[src/hubf_defs.svh]
// Purpose: register offsets, field positions, reset values and timing figures of the host serial port
// Assumes: registers sit at their printed byte offsets on the plain register port
// Notes:   definitions only
`ifndef HUBF_DEFS_SVH
`define HUBF_DEFS_SVH

`define HUBF_ADDR_W          8
`define HUBF_OFS_BAUD        8'h3B
`define HUBF_OFS_TXDATA      8'h60
`define HUBF_OFS_RXDATA      8'h61
`define HUBF_OFS_STATUS      8'h62

`define HUBF_BAUD_RESET      8'h7A
`define HUBF_EXP_HI          7
`define HUBF_EXP_LO          5
`define HUBF_MAN_HI          4
`define HUBF_MAN_LO          0
`define HUBF_OFFSET_ZERO_EXP 13'h0001
`define HUBF_OFFSET_EXP      13'h0021

`define HUBF_ST_TX_BUSY      0
`define HUBF_ST_RX_VALID     1
`define HUBF_ST_RX_OVERRUN   2
`define HUBF_ST_FRAME_ERR    3

`define HUBF_FRAME_BITS      4'hA
`define HUBF_DATA_BITS       8
`define HUBF_REF_HZ          27120000
`define HUBF_MCLK_HZ         10000000
`define HUBF_UNIT_HZ         10000
`define HUBF_MAX_BPS         1228800

`endif

[src/hubf_pkg.sv]
// Purpose: types shared by the host serial port modules
// Assumes: nothing
// Notes:   state of each module is one packed struct
package hubf_pkg;

    typedef enum logic [0:0] {
        HUBF_TX_IDLE = 1'b0,
        HUBF_TX_SEND = 1'b1
    } hubf_tx_state_t;

    typedef enum logic [0:0] {
        HUBF_RX_IDLE = 1'b0,
        HUBF_RX_RECV = 1'b1
    } hubf_rx_state_t;

    typedef struct packed {
        logic [7:0]     baud;
        hubf_tx_state_t tx_state;
        logic [9:0]     tx_shift;
        logic [3:0]     tx_cnt;
        logic           tx_phase;
        hubf_rx_state_t rx_state;
        logic [7:0]     rx_shift;
        logic [3:0]     rx_cnt;
        logic           rx_phase;
        logic [7:0]     rx_data;
        logic           rx_valid;
        logic           rx_overrun;
        logic           frame_err;
        logic [7:0]     rdata;
    } hubf_top_state_t;

    typedef struct packed {
        logic [23:0] acc;
        logic        tick;
    } hubf_gen_state_t;

endpackage

[src/hubf_baud_if.sv]
// Purpose: link between the serial engine and one half-bit tick generator
// Assumes: one clock domain
// Notes:   restart zeroes the phase so the first tick lands half a bit later
`timescale 1ns/1ps
interface hubf_baud_if;
    logic [7:0] setting;
    logic       restart;
    logic       tick;
    modport gen  (input setting, input restart, output tick);
    modport user (output setting, output restart, input tick);
endinterface

[src/hubf_serial_top.sv]
// Purpose: host serial port with programmable baud rate and fixed 8N1 framing
// Assumes: register strobes one cycle long, never together; ser_rx synchronous to mclk
// Notes:   a baud change takes effect at once, even mid-character
`timescale 1ns/1ps
`include "hubf_defs.svh"
module hubf_serial_top
    import hubf_pkg::*;
#(
    parameter int REF_HZ  = `HUBF_REF_HZ,
    parameter int MCLK_HZ = `HUBF_MCLK_HZ
) (
    input  wire logic                      mclk,
    input  wire logic                      nrst,
    input  wire logic [`HUBF_ADDR_W-1:0]   reg_addr,
    input  wire logic [7:0]                reg_wdata,
    input  wire logic                      reg_wr,
    input  wire logic                      reg_rd,
    output logic      [7:0]                reg_rdata,
    input  wire logic                      ser_rx,
    output logic                           ser_tx
);
    logic            rst_meta;
    logic            rst_sync_n;
    hubf_top_state_t s_reg;
    hubf_top_state_t s_next;
    hubf_baud_if     tx_bif ();
    hubf_baud_if     rx_bif ();
    logic            tx_load;
    logic            rx_start;
    logic [7:0]      status;

    // reset is asserted at once, released only after two clean edges
    always_ff @(posedge mclk or negedge nrst) begin
        if (!nrst) begin
            rst_meta   <= 1'b0;
            rst_sync_n <= 1'b0;
        end else begin
            rst_meta   <= 1'b1;
            rst_sync_n <= rst_meta;
        end
    end

    // separate generators let the receiver realign its phase to each start edge
    assign tx_bif.setting = s_reg.baud;
    assign rx_bif.setting = s_reg.baud;
    assign tx_bif.restart = tx_load;
    assign rx_bif.restart = rx_start;

    hubf_baud_gen #(
        .REF_HZ  (REF_HZ),
        .MCLK_HZ (MCLK_HZ)
    ) u_tx_gen (
        .mclk  (mclk),
        .rst_n (rst_sync_n),
        .bif   (tx_bif)
    );

    hubf_baud_gen #(
        .REF_HZ  (REF_HZ),
        .MCLK_HZ (MCLK_HZ)
    ) u_rx_gen (
        .mclk  (mclk),
        .rst_n (rst_sync_n),
        .bif   (rx_bif)
    );

    always_comb begin
        status = 8'h00;
        status[`HUBF_ST_TX_BUSY]    = (s_reg.tx_state == HUBF_TX_SEND);
        status[`HUBF_ST_RX_VALID]   = s_reg.rx_valid;
        status[`HUBF_ST_RX_OVERRUN] = s_reg.rx_overrun;
        status[`HUBF_ST_FRAME_ERR]  = s_reg.frame_err;
        tx_load  = reg_wr && (reg_addr == `HUBF_OFS_TXDATA) && (s_reg.tx_state == HUBF_TX_IDLE);
        rx_start = (s_reg.rx_state == HUBF_RX_IDLE) && !ser_rx;
        s_next = s_reg;

        // register writes
        if (reg_wr && reg_addr == `HUBF_OFS_BAUD) begin
            s_next.baud = reg_wdata;
        end

        // read data stand for exactly the cycle after the strobe
        s_next.rdata = 8'h00;
        if (reg_rd) begin
            if (reg_addr == `HUBF_OFS_BAUD) begin
                s_next.rdata = s_reg.baud;
            end else if (reg_addr == `HUBF_OFS_RXDATA) begin
                s_next.rdata    = s_reg.rx_data;
                s_next.rx_valid = 1'b0;
            end else if (reg_addr == `HUBF_OFS_STATUS) begin
                s_next.rdata      = status;
                s_next.rx_overrun = 1'b0;
                s_next.frame_err  = 1'b0;
            end else begin
                s_next.rdata = 8'h00;
            end
        end

        // transmitter: writes while busy are dropped, status shows busy
        case (s_reg.tx_state)
            HUBF_TX_IDLE: begin
                if (tx_load) begin
                    s_next.tx_shift = {1'b1, reg_wdata, 1'b0};
                    s_next.tx_cnt   = `HUBF_FRAME_BITS;
                    s_next.tx_phase = 1'b0;
                    s_next.tx_state = HUBF_TX_SEND;
                end
            end
            HUBF_TX_SEND: begin
                if (tx_bif.tick) begin
                    s_next.tx_phase = ~s_reg.tx_phase;
                    if (s_reg.tx_phase) begin
                        s_next.tx_shift = {1'b1, s_reg.tx_shift[9:1]};
                        s_next.tx_cnt   = s_reg.tx_cnt - 4'h1;
                        if (s_reg.tx_cnt == 4'h1) begin
                            s_next.tx_state = HUBF_TX_IDLE;
                        end
                    end
                end
            end
            default: s_next.tx_state = HUBF_TX_IDLE;
        endcase

        // receiver samples at mid-bit: every second half-bit tick
        case (s_reg.rx_state)
            HUBF_RX_IDLE: begin
                if (rx_start) begin
                    s_next.rx_cnt   = 4'h0;
                    s_next.rx_phase = 1'b0;
                    s_next.rx_state = HUBF_RX_RECV;
                end
            end
            HUBF_RX_RECV: begin
                if (rx_bif.tick) begin
                    s_next.rx_phase = ~s_reg.rx_phase;
                    if (!s_reg.rx_phase) begin
                        s_next.rx_cnt = s_reg.rx_cnt + 4'h1;
                        if (s_reg.rx_cnt == 4'h0) begin
                            // a glitch shorter than half a bit is no start
                            if (ser_rx) begin
                                s_next.rx_state = HUBF_RX_IDLE;
                            end
                        end else if (s_reg.rx_cnt <= 4'(`HUBF_DATA_BITS)) begin
                            s_next.rx_shift = {ser_rx, s_reg.rx_shift[7:1]};
                        end else begin
                            s_next.rx_state = HUBF_RX_IDLE;
                            if (ser_rx) begin
                                s_next.rx_data  = s_reg.rx_shift;
                                s_next.rx_valid = 1'b1;
                                // set wins over a clearing read in the same cycle
                                if (s_reg.rx_valid && !(reg_rd && reg_addr == `HUBF_OFS_RXDATA)) begin
                                    s_next.rx_overrun = 1'b1;
                                end
                            end else begin
                                s_next.frame_err = 1'b1;
                            end
                        end
                    end
                end
            end
            default: s_next.rx_state = HUBF_RX_IDLE;
        endcase
    end

    always_ff @(posedge mclk or negedge rst_sync_n) begin
        if (!rst_sync_n) begin
            s_reg          <= '0;
            s_reg.baud     <= `HUBF_BAUD_RESET;
            s_reg.tx_shift <= 10'h3FF;
        end else begin
            s_reg <= s_next;
        end
    end

    assign ser_tx    = s_reg.tx_shift[0];
    assign reg_rdata = s_reg.rdata;
endmodule

[src/hubf_baud_gen.sv]
// Purpose: half-bit tick generator from the baud setting
// Assumes: mclk well above twice the highest supported bit rate
// Notes:   phase accumulator emulates division of the crystal clock on mclk
`timescale 1ns/1ps
`include "hubf_defs.svh"
module hubf_baud_gen
    import hubf_pkg::*;
#(
    parameter int REF_HZ  = `HUBF_REF_HZ,
    parameter int MCLK_HZ = `HUBF_MCLK_HZ
) (
    input  wire logic  mclk,
    input  wire logic  rst_n,
    hubf_baud_if.gen   bif
);
    // two ticks per bit, counted in units of 10 kHz to keep the sums exact
    localparam logic [23:0] STEP      = 24'(2 * (REF_HZ / `HUBF_UNIT_HZ));
    localparam logic [23:0] CLK_UNITS = 24'(MCLK_HZ / `HUBF_UNIT_HZ);

    // four mclk edges per bit at the top rate, and exact 10 kHz units, or the sums drift
    if (MCLK_HZ < 4 * `HUBF_MAX_BPS ||
        (REF_HZ % `HUBF_UNIT_HZ) != 0 || (MCLK_HZ % `HUBF_UNIT_HZ) != 0) begin : g_rate_check
        $error("hubf_baud_gen: clock rates not served");
    end

    hubf_gen_state_t s_reg;
    hubf_gen_state_t s_next;
    logic [2:0]      exp_f;
    logic [4:0]      man_f;
    logic [12:0]     divisor;
    logic [23:0]     limit;
    logic [23:0]     sum;

    always_comb begin
        exp_f = bif.setting[`HUBF_EXP_HI:`HUBF_EXP_LO];
        man_f = bif.setting[`HUBF_MAN_HI:`HUBF_MAN_LO];
        if (exp_f == 3'h0) begin
            divisor = 13'(man_f) + `HUBF_OFFSET_ZERO_EXP;
        end else begin
            divisor = 13'((13'(man_f) + `HUBF_OFFSET_EXP) << (exp_f - 3'h1));
        end
        limit  = 24'(divisor) * CLK_UNITS;
        sum    = s_reg.acc + STEP;
        s_next = s_reg;
        s_next.tick = 1'b0;
        if (bif.restart) begin
            s_next.acc = 24'h000000;
        end else if (sum >= limit) begin
            s_next.tick = 1'b1;
            // a setting faster than mclk can follow saturates instead of wrapping
            s_next.acc = (sum - limit >= limit) ? 24'h000000 : sum - limit;
        end else begin
            s_next.acc = sum;
        end
    end

    always_ff @(posedge mclk or negedge rst_n) begin
        if (!rst_n) begin
            s_reg <= '0;
        end else begin
            s_reg <= s_next;
        end
    end

    assign bif.tick = s_reg.tick;
endmodule

[config.mk]
export PLATFORM = sky130hd
export DESIGN_NAME = hubf_serial_top
export DESIGN_NICKNAME = d
export VERILOG_FILES = /design/src/hubf_pkg.sv /design/src/hubf_baud_if.sv /design/src/hubf_serial_top.sv /design/src/hubf_baud_gen.sv
export VERILOG_INCLUDE_DIRS = /design/src
export SDC_FILE = /design/constraint.sdc
export NUM_CORES = 1
export LEC_CHECK = 0
export BUFFER_PORTS_ARGS = -buffer_cell sky130_fd_sc_hd__buf_2
export CORE_AREA = 2 2 128 180
export DETAILED_ROUTE_END_ITERATION = 6
export DIE_AREA = 0 0 130 182
export HOLD_SLACK_MARGIN = 0.15
export PLACE_DENSITY = 0.8
export SYNTH_ARGS = -nofsm -noshare
export SYNTH_HDL_FRONTEND = slang
export SYNTH_HIERARCHICAL = 1
export SYNTH_SLANG_ARGS = --single-unit
export TNS_END_PERCENT = 50
[constraint.sdc]
create_clock -name mclk -period 6.15 [get_ports mclk]
set_input_delay 1.23 -clock mclk [delete_from_list [all_inputs] [get_ports mclk]]
set_output_delay 1.23 -clock mclk [all_outputs]
set_load 0.01 [all_outputs]
==> run summary, run 1 <==
post-synthesis sequential area ratio: 19.9%
clock-pin slew on the worst setup and hold paths: 90 ps
delay of the slowest critical-path stage: 670 ps
CTS tree: yes
TNS Setup: -112530 ps
worst setup margin: -3740 ps
Max FO, Critical Path: 5
Post-Synthesis Cells: 1440
WL/cell: 23.8 um
post-route minimum period: 9890 ps
DRT antenna net count: 0
Starting DRT DRC Count: 1336
highest clock rate: 101 MHz
asr flop ratio synth: 100%
synth warn: 6
Hold Violations, Final: 0
post-layout net count: 2118
Area Growth Syn to Fin: 35.6%
CTS root buffer: clkbuf_16
clk_skew: 18.6 ps
CTS Buf Count: 9
Slew HR: 30.7%
syn nets: 1723
number of enable flip-flop cells after synthesis: 0
initial antenna violation count: 7
DRT Pass-1 Iters: 7
CTS max path bufs: 2
hpwl dp: 28.1 mm
fill count: 1223
clock tree sinks: 103
Finish-stage setup viols: 42
I/O pin total: 30
GR Overflow Total: 0
num rows: 65
Clk Latency, worst-skew pair: 370 ps
number of vias per cell: 6.40
Slew Limit Fails: 0
outcome: complete, but fails checks
Die Y: 182 um
Placer Congestion: 0.956
Top FF cell, synth: dfrtp_1
worst slew pin tran: 1030 ps
Chip Width: 130 um
violated checks: DRC, setup timing
area of the multi-input gates: 0.0106 mm2
CP Class: reg -> reg
maximum number of pins on one net before global-route repair: 78
Max stage delay cell, worst path: a2111oi_4
total number of H-tree levels: 3
vias in the first global route: 14210
RSZ-0062 raised after global routing: true
Unique masters post-synth: 83
Worst R2R Setup Slack: -3740 ps
share of layout cells above drive strength 1: 36.8%
Worst Hold Class: reg -> async
CORE AREA: 0.0222 mm2
die area: 0.0237 mm2
drt total wl: 51.1 mm
synthesis-stage register bit count: 103
Worst Setup End Kind: flop
Initial Utilization: 58.8%
first-pass GRT wire length: 69.2 mm
Syn Area/Cell: 9.06 um2
Largest register FFs: 40
Register Area: 0.00260 mm2
via count: 13722
DRC viols: 2
Post-Syn Area: 0.0130 mm2
final worst path period share: 161%
startpoint types: flop
Max Cap Violations: 0
Data arrival, critical path: 10150 ps
PortBufs: 29
critical path required time: 6410 ps
Most common cell on crit path: fa_1
gr usage total: 37.5%
path summary, 6_finish.rpt:
path	start	endpoint	cells past startpoint
hold reg to reg	rst_sync_n	u_tx_gen/s_reg[19]	0
max in group asynchronous	rst_sync_n	u_rx_gen/s_reg[23]	1
setup reg to reg	rx_bif.setting[0]	u_rx_gen/s_reg[12]	33
min in group mclk	rst_meta	rst_sync_n	0
setup / recovery	rx_bif.setting[0]	u_rx_gen/s_reg[12]	33
hold / removal	rst_sync_n	u_tx_gen/s_reg[19]	0
cells in the mapped netlist, types with 4 or more instances:
cell,instances,share of area [%]
nor4_1,8,0.38
nand3_1,37,1.4
o31ai_1,5,0.29
nand4_1,15,0.72
dfstp_2,15,3.0
buf_4,13,0.75
xor2_1,50,3.4
or3_1,6,0.29
a22o_1,14,0.94
and3_1,14,0.67
o21a_1,14,0.81
xnor2_1,70,4.7
ha_1,182,17
o21bai_1,10,0.58
a21o_1,34,2.0
nor2b_1,18,0.86
nand3b_1,6,0.35
o21ai_0,55,2.1
buf_2,5,0.19
dfrtp_1,88,17
a211oi_1,9,0.52
o21ai_2,7,0.47
clkbuf_1,14,0.40
a2bb2o_4,4,0.61
or2_2,8,0.38
a22oi_1,14,0.81
o2bb2ai_1,15,1.0
a21oi_1,95,3.6
mux2_2,18,1.6
mux2_4,8,0.92
nand2_1,108,3.1
fa_1,80,12
inv_1,172,4.9
and2_1,5,0.24
o211ai_1,7,0.40
a211o_1,5,0.34
o2111ai_1,5,0.34
nor3_1,25,0.96
a31oi_1,16,0.77
nand2b_1,23,1.1
nor2_1,68,2.0
and4_1,8,0.54
o22ai_1,7,0.34
metal layers:
| metal | GRT usage, % | vias up | wire (um) |
|---|---|---|---|
| met4 | 28.9 | 10 | 5430 |
| li1 | - | 5841 | - |
| met1 | 35.0 | 6541 | 15800 |
| met5 | 2.61 | - | 201 |
| met2 | 65.4 | 885 | 24100 |
| met3 | 12.9 | 445 | 5550 |
kinds of logic (layout without fill, tap and decap cells):
| family | Yosys count | after routing | share of synthesized area (%) |
|---|---|---|---|
| and+or+nand+nor | 366 | 366 | 14.3 |
| AOI/OAI and AO/OA | 345 | 345 | 18.5 |
| xor gates and xnor gates | 120 | 120 | 8.06 |
| muxes | 29 | 29 | 2.70 |
| DFF | 103 | 103 | 19.9 |
| other | 3 | 7 | 0.0863 |
| adders and majority gates | 264 | 264 | 29.9 |
| buffers and inverters | 210 | 610 | 6.52 |
layout by cell type (no fill, tap or decap), types with 21 or more instances in the layout:
cell type and count:
dfrtp_1 87, inv_1 157, fa_1 76, o21ai_0 35, a21oi_1 67, a21oi_2 28
xor2_1 46, nand2_1 107, nand2b_1 23, xnor2_1 57, nor2_1 62, nand3_1 34
buf_2 29, buf_4 381, ha_4 21, a21o_1 34, ha_1 156
critical path: cells and delay by family (launching register included):
kind,cells,cell delay [ps]
XOR/XNOR,3,950
adder cells (fa/ha/maj),7,2730
flip-flops,1,430
AO/OA/AOI/OAI,13,3920
AND/OR/NAND/NOR,5,850
multiplexers,1,330
buffers and inverters,4,500
cell type report:
class | instances | area share (%)
Sequential cell | 103 | 14.7
Timing Repair Buffer | 418 | 17.6
Inverter | 176 | 3.87
Multi-Input combinational cell | 1127 | 59.9
Clock buffer | 9 | 1.27
Clock inverter | 7 | 0.396
Tap cell | 301 | 2.13
Antenna cell | 4 | 0.0566
metrics by stage:
step	area, um2	worst slack, ps	std cells	hold WS [ps]	util (%)
3_3_place_gp	16400	-1880	2065	233	73.7
6_report	17700	-3740	2145	239	79.7
3_5_place_dp	16400	-1960	2065	242	73.7
2_1_floorplan	13600	-1340	1440	331	-
5_1_grt	17700	-3850	2144	272	79.7
4_1_cts	17300	-1810	2124	249	78.1
what timing repair did:
action                     4_1_cts  5_1_grt
gates cloned                     3        0
setup endpoints to repair       42       42
hold buffers                     0        0
pin swaps                       33       36
gates resized for setup         81       40
buffers inserted                40       19
Power of run 1 is left out: the tool's default activity adds up to more than one toggle a clock period on the data nets, which glitch-free logic cannot reach.
==> run 2, diff against run 1 <==
--- a/config.mk
+++ b/config.mk
@@ -6,12 +6,13 @@
 export SDC_FILE = /design/constraint.sdc
 export NUM_CORES = 1
 export LEC_CHECK = 0
+export ABC_AREA = 1
 export BUFFER_PORTS_ARGS = -buffer_cell sky130_fd_sc_hd__buf_2
-export CORE_AREA = 2 2 128 180
+export CORE_AREA = 2 2 136 191
 export DETAILED_ROUTE_END_ITERATION = 6
-export DIE_AREA = 0 0 130 182
+export DIE_AREA = 0 0 138 193
 export HOLD_SLACK_MARGIN = 0.15
-export PLACE_DENSITY = 0.8
+export PLACE_DENSITY = 0.75
 export SYNTH_ARGS = -nofsm -noshare
 export SYNTH_HDL_FRONTEND = slang
 export SYNTH_HIERARCHICAL = 1
==> run 2 against run 1 <==
Effect of this change:
- the run ends with setup timing left
- non-clock buffer count is the same
- first-iteration DRC count shrank 40%
- wire length decreased by 16%
- utilization fell by 5.6 points
- synthesized cell count up 22%
- largest cell class unchanged
==> run summary, run 2 <==
outcome: complete, but fails checks
violated checks: setup timing
Slew Limit Fails: 0
Max stage delay cell, worst path: nor4_2
Fin Hold WS: 235 ps
number of vias per cell: 5.61
mux cell area share after synthesis: 0.443%
post-route minimum period: 8050 ps
CP endpoint: u_tx_gen/s_reg[17]
Post-Syn Area: 0.0136 mm2
Data arrival, critical path: 8300 ps
Largest register FFs: 40
CTS Buf Count: 9
Finished Cell Area: 0.0186 mm2
DRT Pass-1 Iters: 5
worst setup margin: -1900 ps
Unique masters post-synth: 67
via count: 13882
Finish-stage setup viols: 42
Crit path depth: 40
most instantiated cells after synthesis: nand2_1 (385), inv_1 (281), ha_1 (182)
highest clock rate: 124 MHz
Chip Width: 138 um
clock tree sinks: 103
post-synthesis simple-gate area fraction: 23.1%
Slew HR: 33.5%
critical path required time: 6400 ps
total number of H-tree levels: 3
Setup Slack @ Placement: -1530 ps
number of enable flip-flop cells after synthesis: 0
largest family of logic cells by synthesized area: adder cells
DRT antenna net count: 0
final worst path period share: 131%
WP buf/inv: 13
Worst Setup SP: rx_bif.setting[5]
Synth area leader: ha_1
Placer Congestion: 0.967
hpwl dp: 29.4 mm
Top FF cell, synth: dfrtp_1
die area: 0.0266 mm2
WL/cell: 17.4 um
post-synthesis sequential area ratio: 19.1%
vias in the first global route: 14274
Worst R2R Path Depth: 40
CP top delay family: adder cells
Worst Hold Class: reg -> async
Worst R2R Setup Slack: -1900 ps
highest-count cells in the layout ignoring fill and taps: buf_4 (369), nand2_1 (357), inv_1 (260), ha_1 (152), dfrtp_1 (85)
Post-Synth XOR/XNOR Area: 7.16%
Synth Area in Adders: 28.6%
CORE AREA: 0.0250 mm2
Worst Setup End Kind: flop
I/O pin total: 30
initial antenna violation count: 0
count leader, synth: nand2_1
Area Growth Syn to Fin: 36.8%
PortBufs: 29
antenna cells: 0
GR Overflow Total: 0
worst slew pin tran: 997 ps
drt total wl: 43.1 mm
CP Class: reg -> reg
maximum number of pins on one net before global-route repair: 79
DRC viols: 0
post-layout net count: 2432
RSZ-0062 raised after global routing: true
gr usage total: 28.7%
CTS tree: yes
asr flop ratio synth: 100%
Max FO, Critical Path: 10
CTS root buffer: clkbuf_16
share of layout cells above drive strength 1: 34.0%
Syn Area/Cell: 7.72 um2
first-pass GRT wire length: 63.0 mm
Starting DRT DRC Count: 805
startpoint types: flop
Clk Latency, worst-skew pair: 360 ps
synthesis-stage register bit count: 103
delay of the slowest critical-path stage: 620 ps
CTS max path bufs: 2
Max Cap Violations: 0
Die Y: 193 um
synth warn: 6
clock-pin slew on the worst setup and hold paths: 70 ps
hold buffers post-CTS: 0
reg-to-reg startpoint: rx_bif.setting[5]
compound-cell area share of the yosys netlist: 11.3%
Synth area leaders: ha_1 (17%), dfrtp_1 (16%), fa_1 (12%), nand2_1 (11%), inv_1 (7.8%)
syn nets: 2039
RR Endpoint: u_tx_gen/s_reg[17]
Hold Violations, Final: 0
clk_skew: 10.9 ps
most common library cell in the layout ignoring fill and taps: buf_4
share of the synthesized area in the top cell type: 16.8%
Post-Synthesis Cells: 1756
Initial Utilization: 54.2%
num rows: 69
Post-DP Area: 0.0167 mm2
## run 2: cell count changes in the layout (fill, tap and decap cells not counted), sizes merged, moves of 26 or more
cell   before  now
a21o       34    8
inv       177  298
mux2       26    0
nand2     109  404
nand3      39   82
nand4      15   62
nor2       68  101
o21ai      62   93
xnor2      70   42
## run 2: routing by layer
layer,global-route usage (%),wire [um],up-vias
met1,26.6,14100,6621
met2,58.2,23400,528
met5,0,0,-
li1,-,-,6465
met3,2.82,1920,268
met4,20.2,3640,0
## run 2: worst reg2reg max path: cells and delay by family, from the launching register on
kind / cells / cell delay (ps)
and+or+nand+nor: 12 / 1880
adders and majority gates: 8 / 3150
buffers and inverters: 13 / 1080
AOI/OAI and AO/OA: 5 / 830
xor gates and xnor gates: 2 / 400
DFF: 1 / 590
## run 2: what timing repair did
item | 4_1_cts | 5_1_grt
buffers inserted | 30 | 29
gates resized for setup | 101 | 99
pin swaps | 41 | 70
endpoints found under the setup margin | 42 | 42
cloned | 1 | 2
## run 2: area by class of cell
cell class	count	area (um2)
clock inverter	6	56.3
tap	319	399
multi-input combinational	1317	10800
clock buffer	10	229
timing repair buffer	418	3260
inverter	300	1170
fill	1613	6490
sequential	103	2600
## run 2: cell families after synthesis
| family | count (synthesis) |
|---|---|
| fa+ha+maj | 262 |
| flops | 103 |
| xor+xnor | 110 |
| compound gates | 258 |
| other cells | 3 |
| mux | 6 |
| simple gates | 678 |
| buf+inv | 336 |
## run 2: worst min path at each step
stage	end	cells past startpoint
after global placement	u_tx_gen/s_reg[24]	0
after global routing	u_tx_gen/s_reg[23]	0
after detailed placement	u_tx_gen/s_reg[23]	0
after floorplan	rst_sync_n	0
final	u_tx_gen/s_reg[12]	0
after CTS	u_tx_gen/s_reg[23]	0
## run 2: metrics by stage
| step | util [%] | setup TNS [ps] | instances |
|---|---|---|---|
| after floorplan | - | -34800 | 1756 |
| after global placement | 66.8 | -53900 | 2396 |
| after detailed placement | 66.8 | -58930 | 2396 |
| after CTS | 71.1 | -49740 | 2443 |
| after global routing | 74.1 | -86950 | 2473 |
| final | 74.1 | -71400 | 2473 |
Power of run 2 is left out for the same reason.
==> run 3, diff against run 2 <==
--- a/config.mk
+++ b/config.mk
@@ -8,11 +8,13 @@
 export LEC_CHECK = 0
 export ABC_AREA = 1
 export BUFFER_PORTS_ARGS = -buffer_cell sky130_fd_sc_hd__buf_2
-export CORE_AREA = 2 2 136 191
+export CELL_PAD_IN_SITES_DETAIL_PLACEMENT = 1
+export CELL_PAD_IN_SITES_GLOBAL_PLACEMENT = 2
+export CORE_AREA = 2 2 155 218
 export DETAILED_ROUTE_END_ITERATION = 6
-export DIE_AREA = 0 0 138 193
+export DIE_AREA = 0 0 157 220
 export HOLD_SLACK_MARGIN = 0.15
-export PLACE_DENSITY = 0.75
+export PLACE_DENSITY = 0.91
 export SYNTH_ARGS = -nofsm -noshare
 export SYNTH_HDL_FRONTEND = slang
 export SYNTH_HIERARCHICAL = 1
==> run 3 against run 2 <==
Effect of this change:
- the flow still finishes with violations (setup timing)
- clock skew grew 2.2 ps
- wire length up 42%
- worst hold slack improved by 110 ps
- clock-buffer cell count decreased by 1
- non-clock buffer count increased by 47
- first-iteration DRC count is 4.2% higher
- highest routed layer unchanged
- worst setup slack got worse by 560 ps
- cell count rose by 7.0%
- maximum frequency is 6.5% lower
==> run summary, run 3 (synthesis gave the netlist of run 2 again) <==
WL/cell: 23.1 um
PortBufs: 29
outcome: complete, but fails checks
total number of H-tree levels: 3
drt total wl: 61.1 mm
GR Overflow Total: 0
WP buf/inv: 5
clk_skew: 13.1 ps
Slew Limit Fails: 0
antenna cells: 0
clock tree sinks: 103
Finish-stage setup viols: 42
num rows: 79
worst slew pin tran: 732 ps
die area: 0.0345 mm2
CTS tree: yes
TNS Setup: -89850 ps
CTS root buffer: clkbuf_16
via count: 14965
Worst Setup SP: rx_bif.setting[1]
share of layout cells above drive strength 1: 35.7%
Clk Latency, worst-skew pair: 370 ps
hpwl dp: 37.4 mm
highest-count cells in the layout ignoring fill and taps: buf_4 (418), nand2_1 (354), inv_1 (266), ha_1 (152), dfrtp_1 (85)
Initial Utilization: 41.5%
delay of the slowest critical-path stage: 620 ps
final worst path period share: 140%
Chip Width: 157 um
CTS Buf Count: 9
maximum number of pins on one net before global-route repair: 58
Most common cell on crit path: nand2_1
DRT antenna net count: 0
initial antenna violation count: 0
Area Growth Syn to Fin: 41.3%
Hold Violations, Final: 0
reg-to-reg startpoint: rx_bif.setting[1]
critical path required time: 6450 ps
Worst Setup End Kind: flop
first-pass GRT wire length: 80.4 mm
DRT Pass-1 Iters: 5
Largest register FFs: 40
most common library cell in the layout ignoring fill and taps: buf_4
clock-pin slew on the worst setup and hold paths: 90 ps
highest clock rate: 116 MHz
CTS max path bufs: 2
Die Y: 220 um
CP top delay family: simple AND/OR/NAND/NOR gates
gr usage total: 29.9%
CORE AREA: 0.0327 mm2
CP Class: reg -> reg
violated checks: setup timing
post-layout net count: 2480
DRC viols: 0
Placer Congestion: 0.870
Max FO, Critical Path: 5
Max stage delay cell, worst path: dfstp_2
Starting DRT DRC Count: 839
I/O pin total: 30
startpoint types: flop
Data arrival, critical path: 8910 ps
Worst Hold Class: reg -> async
vias in the first global route: 16074
RSZ-0062 raised after global routing: true
post-route minimum period: 8610 ps
Max Cap Violations: 0
Slew HR: 51.2%
worst setup margin: -2460 ps
number of vias per cell: 5.65
run 3: cell count changes in the layout (fill, tap and decap cells not counted), moves of 4 or more:
cell / before / now
inv_1: 260 / 266
inv_2: 32 / 27
a21oi_1: 73 / 69
a21oi_4: 9 / 5
a21oi_2: 30 / 39
nor2_4: 13 / 17
buf_4: 369 / 418
xor2_2: 14 / 10
nor2_1: 71 / 67
run 3: worst paths after layout:
| check | end | slack [ps] | cells after the start |
|---|---|---|---|
| max in group asynchronous | u_rx_gen/s_reg[10] | 4620 | 1 |
| worst min register to register | s_reg[37] | 340 | 0 |
| min in group mclk | rst_sync_n | 380 | 0 |
| worst min-delay path | s_reg[37] | 340 | 0 |
| worst max register to register | u_tx_gen/s_reg[19] | -2460 | 43 |
| worst max-delay path | u_tx_gen/s_reg[19] | -2460 | 43 |
run 3: layer usage:
metal  track usage [%]  vias up  part of all wire (%)
li1                  -     6555                     -
met3              2.89      422                   3.5
met1              26.8     7364                    32
met2              60.2      624                    54
met5                 0        -                     0
met4              22.4        0                    11
run 3: area by class of cell:
| type | instances | area (um2) |
|---|---|---|
| Sequential cell | 103 | 2600 |
| Timing Repair Buffer | 465 | 3620 |
| Inverter | 300 | 1160 |
| Multi-Input combinational cell | 1318 | 10900 |
| Clock inverter | 7 | 100 |
| Clock buffer | 9 | 225 |
| Tap cell | 445 | 557 |
| Fill cell | 3871 | 13600 |
run 3: worst reg2reg max path: cells and delay by family (launching register included):
kind	cells	cell delay (ps)
flops	1	620
simple gates	23	2930
buf+inv	5	580
compound gates	5	1240
fa+ha+maj	7	2560
mux	1	160
xor+xnor	2	430
run 3: timing repair:
action	CTS	global route
gates resized for setup	129	72
setup buffers	42	22
hold buffers	0	0
setup endpoints to repair	42	42
pin swaps	54	53
cloned	3	2
run 3: through the flow:
| step | hold slack (ps) | util [%] | setup slack, ps | instance area [um2] | cells |
|---|---|---|---|---|---|
| after floorplan | 331 | - | -877 | 14000 | 1756 |
| after global placement | 338 | 52.6 | -1580 | 17200 | 2562 |
| after detailed placement | 348 | 52.6 | -1890 | 17200 | 2562 |
| after CTS | 368 | 56.8 | -1490 | 18600 | 2623 |
| after global routing | 387 | 58.6 | -2640 | 19200 | 2647 |
| final | 342 | 58.6 | -2460 | 19200 | 2647 |
Power of run 3 is left out for the same reason.
